===== config.mk =====
export PLATFORM = sky130hd
export DESIGN_NAME = cspip_core
export DESIGN_NICKNAME = d
export VERILOG_FILES = /design/src/design/cspip_core.v
export VERILOG_INCLUDE_DIRS = /design/src /design/src/design
export SDC_FILE = /design/constraint.sdc
export NUM_CORES = 1
export LEC_CHECK = 0
export BUFFER_PORTS_ARGS = -buffer_cell sky130_fd_sc_hd__buf_2
export CAP_MARGIN = 20
export CELL_PAD_IN_SITES_DETAIL_PLACEMENT = 2
export CELL_PAD_IN_SITES_GLOBAL_PLACEMENT = 2
export CORE_UTILIZATION = 40
export DETAILED_ROUTE_END_ITERATION = 8
export MAX_ROUTING_LAYER = met4
export PLACE_DENSITY = 0.83
export SYNTH_ARGS = -nofsm -noshare
export SYNTH_HDL_FRONTEND = slang
export SYNTH_SLANG_ARGS = --single-unit

===== constraint.sdc =====
create_clock -name clk_in -period 26 [get_ports clk_in]
set_input_delay 3.9 -clock clk_in [delete_from_list [all_inputs] [get_ports clk_in]]
set_output_delay 3.9 -clock clk_in [all_outputs]
set_load 0.01 [all_outputs]

===== src/design/cspip_defs.vh =====
/*
 * constants for the cpu stack and indirect pointer block.
 * assumes inclusion by bare name from the design and monitor files.
 */
`ifndef CSPIP_DEFS_VH
`define CSPIP_DEFS_VH

// ****************************************
// stack geometry
// ****************************************
`define CSPIP_PC_W 15
`define CSPIP_STK_DEPTH 16
`define CSPIP_STK_PTR_W 4

// ****************************************
// vectors and memory sizes
// ****************************************
`define CSPIP_RESET_VEC 15'h0000
`define CSPIP_INT_VEC 15'h0004
`define CSPIP_PROG_WORDS 8192
`define CSPIP_PROG_ADDR_W 13
`define CSPIP_LAST_PROG_ADDR 15'h7fff

// ****************************************
// pointers and data memory
// ****************************************
`define CSPIP_PTR_W 16
`define CSPIP_PTR_PROG_BIT 15
`define CSPIP_DATA_ADDR_W 12
`define CSPIP_GPR_BANK_BYTES 80
`define CSPIP_LIN_BASE 16'h2000
`define CSPIP_LIN_TOP 16'h29af
`define CSPIP_GPR_OFS 7'h20
`define CSPIP_BANK_SIZE 8'h80

// ****************************************
// instruction set and opcodes handled here
// ****************************************
`define CSPIP_NUM_INSTR 49
`define CSPIP_OP_W 3
`define CSPIP_OP_NONE 3'h0
`define CSPIP_OP_CALL 3'h1
`define CSPIP_OP_RET 3'h2
`define CSPIP_OP_RETFIE 3'h3
`define CSPIP_OP_PTR_ADD 3'h4
`define CSPIP_OP_PTR_LOAD 3'h5
`define CSPIP_OP_IND_RD 3'h6
`define CSPIP_OP_IND_WR 3'h7

// ****************************************
// shadow context width: w, status, bsr, pclath, two pointers
// ****************************************
`define CSPIP_CTX_W 62

`endif


===== src/design/cspip_core.v =====
/*
 * stack, context shadowing and the two indirect pointers of the cpu core.
 * assumes the sequencer presents one op per instruction cycle (op_valid_in),
 * holds it while busy_out is high and returns read data on the memory ports.
 */
`timescale 1ns/1ps
`include "cspip_defs.vh"

// Operation
// - return stack holds sixteen fifteen-bit program counter entries.
// - push past full sets overflow flag, pop when empty sets underflow flag.
// - with stack reset option on, a stack error also requests software reset.
// - interrupt entry saves context to shadows; return from interrupt restores it.
// - two sixteen-bit pointers address every file register and program memory.
// - indirect access to program memory takes one extra instruction cycle.
// - linear window maps contiguous addresses onto the 80-byte gpr banks.
// - program memory is 8192 words, addresses to 7fffh wrap into it.
// - core supports 49 instructions, pointer ones handled in this block.
// - pointer bit 15 selects program memory; low byte read, writes ignored.
// - reset starts at 0000h, interrupts vector to 0004h.
module cspip_core (
    input wire clk_in,
    input wire sys_rst_in,
    input wire stack_reset_en_in,
    input wire op_valid_in,
    input wire [`CSPIP_OP_W-1:0] op_in,
    input wire ptr_sel_in,
    input wire [`CSPIP_PTR_W-1:0] ptr_value_in,
    input wire [`CSPIP_PC_W-1:0] pc_in,
    input wire [`CSPIP_PC_W-1:0] target_in,
    input wire int_entry_in,
    input wire [`CSPIP_CTX_W-1:0] ctx_in,
    input wire [7:0] wr_data_in,
    input wire [13:0] prog_rd_data_in,
    input wire [7:0] data_rd_data_in,
    output reg [`CSPIP_PC_W-1:0] pc_out,
    output reg pc_load_out,
    output reg [`CSPIP_CTX_W-1:0] ctx_out,
    output reg ctx_restore_out,
    output reg stack_overflow_flag_out,
    output reg stack_underflow_flag_out,
    output reg soft_reset_out,
    output reg [`CSPIP_PTR_W-1:0] ptr0_out,
    output reg [`CSPIP_PTR_W-1:0] ptr1_out,
    output reg [`CSPIP_PROG_ADDR_W-1:0] prog_addr_out,
    output reg prog_rd_out,
    output reg [`CSPIP_DATA_ADDR_W-1:0] data_addr_out,
    output reg data_rd_out,
    output reg data_wr_out,
    output reg [7:0] data_wr_data_out,
    output reg [7:0] rd_data_out,
    output reg rd_valid_out,
    output reg busy_out
);

    // ****************************************
    // state
    // ****************************************
    localparam ST_RUN = 1'b0;
    localparam ST_PFETCH = 1'b1;

    reg [`CSPIP_PC_W-1:0] stack_mem [0:`CSPIP_STK_DEPTH-1];
    reg [`CSPIP_STK_PTR_W-1:0] sp_r;
    reg stk_full_r;
    reg stk_empty_r;
    reg [`CSPIP_CTX_W-1:0] shadow_r;
    reg [`CSPIP_PTR_W-1:0] ptr_r [0:1];
    reg state_r;
    reg ack_pending_r;
    reg rst_seen_r;

    wire [`CSPIP_PTR_W-1:0] cur_ptr = ptr_r[ptr_sel_in];
    wire is_push = op_valid_in && (op_in == `CSPIP_OP_CALL || int_entry_in) && !busy_out;
    wire is_pop = op_valid_in && (op_in == `CSPIP_OP_RET || op_in == `CSPIP_OP_RETFIE) && !busy_out;
    wire is_prog = cur_ptr[`CSPIP_PTR_PROG_BIT];

    // ****************************************
    // linear window to banked address
    // ****************************************
    reg [`CSPIP_DATA_ADDR_W-1:0] dmap;
    reg [`CSPIP_PTR_W-1:0] lin_ofs;
    reg [`CSPIP_PTR_W-1:0] lin_bank;
    reg [`CSPIP_PTR_W-1:0] lin_rem;
    // sized copy keeps the divide and multiply at pointer width
    localparam [`CSPIP_PTR_W-1:0] GPR_CHUNK = `CSPIP_GPR_BANK_BYTES;
    always @* begin
        lin_ofs = cur_ptr - `CSPIP_LIN_BASE;
        lin_bank = lin_ofs / GPR_CHUNK;
        lin_rem = lin_ofs - lin_bank * GPR_CHUNK;
        if (cur_ptr >= `CSPIP_LIN_BASE && cur_ptr <= `CSPIP_LIN_TOP) begin
            // each bank donates its 80 gpr bytes, gaps skipped
            dmap = lin_bank[4:0] * `CSPIP_BANK_SIZE + lin_rem[6:0] + `CSPIP_GPR_OFS;
        end else begin
            dmap = cur_ptr[`CSPIP_DATA_ADDR_W-1:0];
        end
    end

    // ****************************************
    // sequential logic
    // ****************************************
    integer i;
    always @(posedge clk_in) begin
        if (sys_rst_in) begin
            for (i = 0; i < `CSPIP_STK_DEPTH; i = i + 1) begin
                stack_mem[i] <= {`CSPIP_PC_W{1'b0}};
            end
            sp_r <= {`CSPIP_STK_PTR_W{1'b0}};
            stk_full_r <= 1'b0;
            stk_empty_r <= 1'b1;
            shadow_r <= {`CSPIP_CTX_W{1'b0}};
            ptr_r[0] <= 16'h0000;
            ptr_r[1] <= 16'h0000;
            state_r <= ST_RUN;
            ack_pending_r <= 1'b0;
            rst_seen_r <= 1'b0;
            pc_out <= `CSPIP_RESET_VEC;
            pc_load_out <= 1'b0;
            ctx_out <= {`CSPIP_CTX_W{1'b0}};
            ctx_restore_out <= 1'b0;
            stack_overflow_flag_out <= 1'b0;
            stack_underflow_flag_out <= 1'b0;
            soft_reset_out <= 1'b0;
            ptr0_out <= 16'h0000;
            ptr1_out <= 16'h0000;
            prog_addr_out <= {`CSPIP_PROG_ADDR_W{1'b0}};
            prog_rd_out <= 1'b0;
            data_addr_out <= {`CSPIP_DATA_ADDR_W{1'b0}};
            data_rd_out <= 1'b0;
            data_wr_out <= 1'b0;
            data_wr_data_out <= 8'h00;
            rd_data_out <= 8'h00;
            rd_valid_out <= 1'b0;
            busy_out <= 1'b0;
        end else begin
            pc_load_out <= 1'b0;
            ctx_restore_out <= 1'b0;
            soft_reset_out <= 1'b0;
            prog_rd_out <= 1'b0;
            data_rd_out <= 1'b0;
            data_wr_out <= 1'b0;
            rd_valid_out <= 1'b0;
            // first cycle out of reset loads the reset vector
            if (!rst_seen_r) begin
                rst_seen_r <= 1'b1;
                pc_out <= `CSPIP_RESET_VEC;
                pc_load_out <= 1'b1;
            end
            if (ack_pending_r) begin
                ack_pending_r <= 1'b0;
                rd_data_out <= data_rd_data_in;
                rd_valid_out <= 1'b1;
            end
            // ********** push / pop **********
            if (is_push) begin
                if (stk_full_r) begin
                    // overflow: flag stays until reset, entry not written
                    stack_overflow_flag_out <= 1'b1;
                    soft_reset_out <= stack_reset_en_in;
                end else begin
                    stack_mem[sp_r] <= pc_in;
                    sp_r <= sp_r + 4'h1;
                    stk_empty_r <= 1'b0;
                    stk_full_r <= (sp_r == 4'hf);
                end
                pc_load_out <= 1'b1;
                if (int_entry_in) begin
                    pc_out <= `CSPIP_INT_VEC;
                    shadow_r <= ctx_in;
                end else begin
                    pc_out <= target_in;
                end
            end
            if (is_pop) begin
                if (stk_empty_r) begin
                    stack_underflow_flag_out <= 1'b1;
                    soft_reset_out <= stack_reset_en_in;
                end else begin
                    pc_out <= stack_mem[sp_r - 4'h1];
                    pc_load_out <= 1'b1;
                    sp_r <= sp_r - 4'h1;
                    stk_full_r <= 1'b0;
                    stk_empty_r <= (sp_r == 4'h1);
                end
                if (op_in == `CSPIP_OP_RETFIE) begin
                    ctx_out <= shadow_r;
                    ctx_restore_out <= 1'b1;
                end
            end
            // ********** pointer ops **********
            case (state_r)
                ST_RUN: begin
                    if (op_valid_in && !int_entry_in) begin
                        case (op_in)
                            `CSPIP_OP_PTR_LOAD: ptr_r[ptr_sel_in] <= ptr_value_in;
                            `CSPIP_OP_PTR_ADD: ptr_r[ptr_sel_in] <= cur_ptr + ptr_value_in;
                            `CSPIP_OP_IND_RD: begin
                                if (is_prog) begin
                                    // low 13 bits only, upper addresses wrap
                                    prog_addr_out <= cur_ptr[`CSPIP_PROG_ADDR_W-1:0];
                                    prog_rd_out <= 1'b1;
                                    busy_out <= 1'b1;
                                    state_r <= ST_PFETCH;
                                end else begin
                                    data_addr_out <= dmap;
                                    data_rd_out <= 1'b1;
                                    ack_pending_r <= 1'b1;
                                end
                            end
                            `CSPIP_OP_IND_WR: begin
                                // program memory is read-only through this path
                                if (!is_prog) begin
                                    data_addr_out <= dmap;
                                    data_wr_data_out <= wr_data_in;
                                    data_wr_out <= 1'b1;
                                end
                            end
                            default: begin
                            end
                        endcase
                    end
                end
                ST_PFETCH: begin
                    // extra cycle: word arrives now, only the low byte returns
                    rd_data_out <= prog_rd_data_in[7:0];
                    rd_valid_out <= 1'b1;
                    busy_out <= 1'b0;
                    state_r <= ST_RUN;
                end
                default: state_r <= ST_RUN;
            endcase
            ptr0_out <= ptr_r[0];
            ptr1_out <= ptr_r[1];
        end
    end

endmodule // cspip_core


Word-level counts from Yosys, hierarchy flattened:

Memories as Yosys holds them, arrays and structs flattened. A register that Yosys moved wholly into a read port is not among the register bits.
Cells that the tools add are included.

* add/sub/neg operators: 7
* multipliers: 1
* div/mod/pow operators: 1
* magnitude comparators: 2
* equality and inequality tests: 12
* muxes and demuxes: 64
* bitwise gates (word level): 7
* reductions and logical operators: 26

Operators with widths (count)
* two-way mux 15 bit: 6
* two-way mux 1 bit: 46
* two-way mux 16 bit: 2
* two-way mux 4 bit: 5
* adder 16 bit: 1
* divider 16 x 7 -> 16 bit, second input constant: 1
* greater-or-equal comparator 16 x 14 -> 1 bit, second input constant: 1
* <= comparator 16 x 14 -> 1 bit, second input constant: 1
* multiplier 16 x 3 -> 3 bit, second input constant: 1
* two-way mux 8 bit: 2
* OR reduction 16 bit: 1
* subtractor 16 x 14 -> 16 bit, second input constant: 1
* OR reduction 15 bit: 1
* adder 12 x 6 -> 12 bit, second input constant: 1
* adder 12 x 7 -> 12 bit: 1
* == test 3 bit, second input constant: 4
* two-way mux 12 bit: 1
* AND reduction 4 bit: 3
* AND reduction 2 bit: 4
* OR reduction 4 bit: 2
* subtractor 7 bit: 1
* == test 3 x 2 -> 1 bit, second input constant: 2
* logical AND 1 bit: 6
* NOT 1 bit: 6
* other kinds (14): 20

* flip-flop bits (word level): 198
* bits in writable memories: 272
* input port bits: 147
* output and inout bits: 160
* logic and storage cells: 144
* memories: 2

Memories
* stack_mem: depth 16, width 15, read ports 1, clocked after Yosys merged registers in 0, write ports 16, line cspip_core.v:62 `` reg [`CSPIP_PC_W-1:0] stack_mem [0:`CSPIP_STK_DEPTH-1]; ``
* ptr_r: depth 2, width 16, read ports 3, clocked after Yosys merged registers in 2, write ports 2, line cspip_core.v:67 `` reg [`CSPIP_PTR_W-1:0] ptr_r [0:1]; ``

Depth between registers and ports, before layout:

* word-level depth: 9
* depth in mapped cells: 36
* mapped depth without buffers: 28

Least setup slack after synthesis:

OpenSTA, ideal clock, no wires.

* path type: input -> register
* from: in ptr_sel_in
* to: reg data_addr_out[11]
* library setup time: 0.122 ns
* data arrival time: 11.017 ns
* data required time: 25.878 ns
* setup slack: 14.861 ns
* stages on the path: 35
* path buffers: 7
* path through: buf_6 > buf_6 > buf_4 > buf_1 > mux2i_1 > ha_1 > buf_6 > xnor2_1 > o32ai_4 > mux2i_1 > o31a_1 > a211o_1 > o211a_2 > o2111ai_2 > a21boi_2 > a211o_1 > o211ai_1 > or3b_1 > buf_2 > or3_1 > buf_4 > mux2i_1 > o22ai_1 > o31a_1 > nand4_4 > ha_1 > fa_1 > xnor2_1 > xnor2_1 > xor2_1 > ha_1 > nand2_1 > nor3_1 > mux2_1 > o21ai_1

* cells in the longest elaborated chain, start to end: 8
* elaborated cells on any way between the ends: 13
* classes of those cells: add/sub (4); mul (1); div (1); order compare (2); mux (1); bitwise (1); reduce/logical (2); memory (1)

RTL lines
* from (decl): line cspip_core.v:27 `input wire ptr_sel_in,`
* memory read (2 x 16 bit) *
* subtractor 16 x 14 -> 16 bit (no line)
* divider 16 x 7 -> 16 bit: line cspip_core.v:88 `lin_bank = lin_ofs / GPR_CHUNK;`
* multiplier 16 x 3 -> 3 bit: line cspip_core.v:89 `lin_rem = lin_ofs - lin_bank * GPR_CHUNK;`
* subtractor 7 bit: line cspip_core.v:89
* adder 12 x 7 -> 12 bit: line cspip_core.v:92 `` dmap = lin_bank[4:0] * `CSPIP_BANK_SIZE + lin_rem[6:0] + `CSPIP_GPR_OFS; ``
* adder 12 x 6 -> 12 bit (no line)
* two-way mux 12 bit: line cspip_core.v:90 `` if (cur_ptr >= `CSPIP_LIN_BASE && cur_ptr <= `CSPIP_LIN_TOP) begin ``
* to (signal assigned): line cspip_core.v:127 `` data_addr_out <= {`CSPIP_DATA_ADDR_W{1'b0}}; ``
* to (signal assigned): line cspip_core.v:204 `data_addr_out <= dmap;`
* to (signal assigned): line cspip_core.v:212 `data_addr_out <= dmap;`
* to (decl): line cspip_core.v:47 `` output reg [`CSPIP_DATA_ADDR_W-1:0] data_addr_out, ``

Mark *: on every way between the ends. The rest lies on a longest branch, timed or not.
A chain may end at the register's enable or synchronous reset.

Worst setup path after layout:

Ends and elaborated chain as after synthesis.

==> key figures <==
Run status
  • Result of the run: finished clean

Place
  • Post-DP HPWL: 53,700 um
  • Port buffer count: 300
  • Dpl cell area: 25,400 sq um
  • GP Congestion: 0.848

GRT
  • Vias in the first global route: 20,000
  • GRT Total Usage: 0.287
  • Gr ovfl total: 0
  • Largest net degree at the start of global routing: 102
  • First-pass GRT wire length: 126,000 um
  • Antenna violations before repair: 12

Yosys
  • Yosys warning count: 0
  • Ys flop type: edfxtp_1
  • Synthesis-stage register bit count: 501
  • Synth top area cells: edfxtp_1 35%, dfxtp_1 20%, and2_1 6.6%
  • Post-synth EDFFs: 272
  • Mapped Area: 23,200 sq um
  • Post-synth top cells: 348 x nand2_1, 272 x edfxtp_1, 245 x and2_1
  • Syn nets: 2,339
  • Post-synth ARST share: 0
  • Syn Area/Cell: 10.7 sq um
  • Count leader, synth: nand2_1
  • Syn Inst Count: 2,166
  • Sequential element share of the synthesized area: 0.550
  • Yosys top cell by area: edfxtp_1
  • Yosys cell types: 90
  • Synth top area share: 0.352

Run
  • Max Cap Viol: 0

Power and ir drop
  • Power per Cell Area: 77.1 nW/um^2
  • Worst ir drop on vdd: 0.0521 mV
  • Leakage Power: 10.6 nW

Setup path
  • Largest stage delay, worst path: 0.89 ns
  • Kind of critical path: in -> reg
  • CP Launch Type: input port
  • Req. time, crit path: 26.50 ns
  • Arr. time, crit path: 13.44 ns
  • CP top delay family: simple AND/OR/NAND/NOR gates
  • Critical path peak fanout: 33
  • Crit end category: flop
  • CP max stage cell: nor2_1
  • CP bufs+invs: 2

Timing
  • Setup-failing EPs final: 0
  • Tmin final: 12.94 ns
  • RSZ-0062 raised after global routing: no
  • Total negative slack: 0 ns
  • Max-Slew Margin vs Limit: 0.164
  • Hold slack final: 0.452 ns
  • Final hold vios: 0
  • Worst Clk Skew: 0.0231 ns
  • Fmax: 77.3 MHz
  • Fin crit share: 0.498
  • Worst-Margin Slew: 1.25 ns
  • Slew Viols, Final: 0

Route
  • Antenna viol nets, final: 0
  • Wirelength per Cell: 25.9 um
  • Drt via density: 5.67
  • Via count: 18,300
  • Final WL: 83,700 um
  • 1st-iter DRT viols: 1,079
  • First drt pass iteration count: 5
  • DRC: 0

Die
  • Starting Density: 0.408
  • I/O Pins: 307
  • Cell Rows: 87
  • Chip width: 243 um
  • Die Span Y: 243 um
  • Placeable core region: 56,800 sq um
  • Die area: 59,000 sq um

CTS
  • CTS tree: yes
  • H-tree levels: 2
  • CTS Hold Bufs: 0
  • Clock slew at reported path FFs: 0.06 ns
  • Clk buf depth: 3
  • Clk_lat worst skew: 0.63 ns
  • Setup bufs post-CTS: 0
  • Cts bufs inserted: 54
  • Clk sinks: 501
  • Clock root buffer: clkbuf_16
  • Post_cts resized: 0

Layout
  • Share of cells above drive strength 1: 0.221
  • Total Nets Final: 2,591
  • Post-route cell area: 27,400 sq um
  • Area delta synth->final: 18.2%

Hold path
  • Hold Crit Class: reg -> reg
power breakdown:
| part | switching, mW | total (mW) | internal (mW) | leakage (nW) |
|---|---|---|---|---|
| registers | 0.0178 | 0.878 | 0.860 | 4.67 |
| logic | 0.254 | 0.400 | 0.146 | 4.96 |
| clock network | 0.337 | 0.837 | 0.499 | 0.947 |
placed cells by master (no fill, tap or decap), drive strengths merged, types with 5 or more instances in the layout:
| cell type | count |
|---|---|
| diode | 12 |
| o311ai | 5 |
| edfxtp | 272 |
| o22ai | 7 |
| mux2i | 69 |
| buf | 347 |
| clkinv | 14 |
| o21ai | 54 |
| a211oi | 33 |
| mux4 | 62 |
| nor2 | 133 |
| nor2b | 36 |
| clkbuf | 84 |
| xor2 | 9 |
| a21oi | 191 |
| nand4 | 9 |
| o21bai | 9 |
| nand2 | 349 |
| a32oi | 14 |
| o211ai | 12 |
| nand3 | 38 |
| a21o | 5 |
| and2 | 245 |
| ha | 24 |
| and3 | 9 |
| bufinv | 6 |
| nor4 | 9 |
| xnor2 | 24 |
| nand2b | 7 |
| o31ai | 7 |
| dfxtp | 229 |
| a31o | 5 |
| mux2 | 5 |
| a31oi | 16 |
| or2 | 9 |
| nor3 | 28 |
| inv | 31 |
cells by family after synthesis:
family                     Yosys count  synth area share
and+or+nand+nor                    888             0.186
DFF                                501             0.550
AOI/OAI and AO/OA                  397             0.109
buffers and inverters              185            0.0318
muxes                              136            0.0943
xor gates and xnor gates            33            0.0141
adders and majority gates           26            0.0147
flip-flops by register name, summed over array words and instances, names as in the netlist, 4 cells and up:
register          cells
prog_addr_out        13
data_wr_data_out      8
pc_out               15
data_addr_out        12
stack_mem           240
ptr1_out             16
ptr0_out             16
rd_data_out           8
ptr_r                32
sp_r                  4
ctx_out              62
shadow_r             62
worst min-delay path, cell delays in order, from the launching register on:
cell and delay [ns]:
dfxtp_1 0.30, nand2_1 0.05, a21oi_1 0.05
metrics by stage:
stage	cells	worst slack, ns	utilization	power [mW]
2_1_floorplan	2166	14.86	-	1.16
3_3_place_gp	3110	13.04	0.446	1.26
3_5_place_dp	3111	12.73	0.447	1.29
4_1_cts	3213	13.22	0.481	2.13
5_1_grt	3231	12.46	0.483	2.19
6_report	3232	13.06	0.483	2.12
metal layers:
layer  GRT usage  routed length (um)  up-vias
met5           -                   0        -
met4       0.101                3000        0
met3      0.0396                3610      161
met2       0.513               44300      559
met1       0.327               32700     9409
li1            -                   -     8205
layout make-up:
| cell class | instances | area [sq um] |
|---|---|---|
| Antenna cell | 12 | 30.0 |
| Timing Repair Buffer | 348 | 1900 |
| Multi-Input combinational cell | 1480 | 9730 |
| Sequential cell | 501 | 12800 |
| Tap cell | 756 | 946 |
| Fill cell | 5883 | 29400 |
| Inverter | 33 | 124 |
| Clock buffer | 83 | 1660 |
| Clock inverter | 19 | 275 |
worst paths after layout:
check / cells past startpoint / slack (ns) / end / from
max: 30 / 13.06 / data_addr_out[11] / ptr_sel_in
min: 2 / 0.45 / ctx_out[2] / ctx_out[2]
max reg2reg: 28 / 16.55 / data_addr_out[11] / ptr_r[1][13]
min reg2reg: 2 / 0.45 / ctx_out[2] / ctx_out[2]
Power figures use the tool's default switching activity.
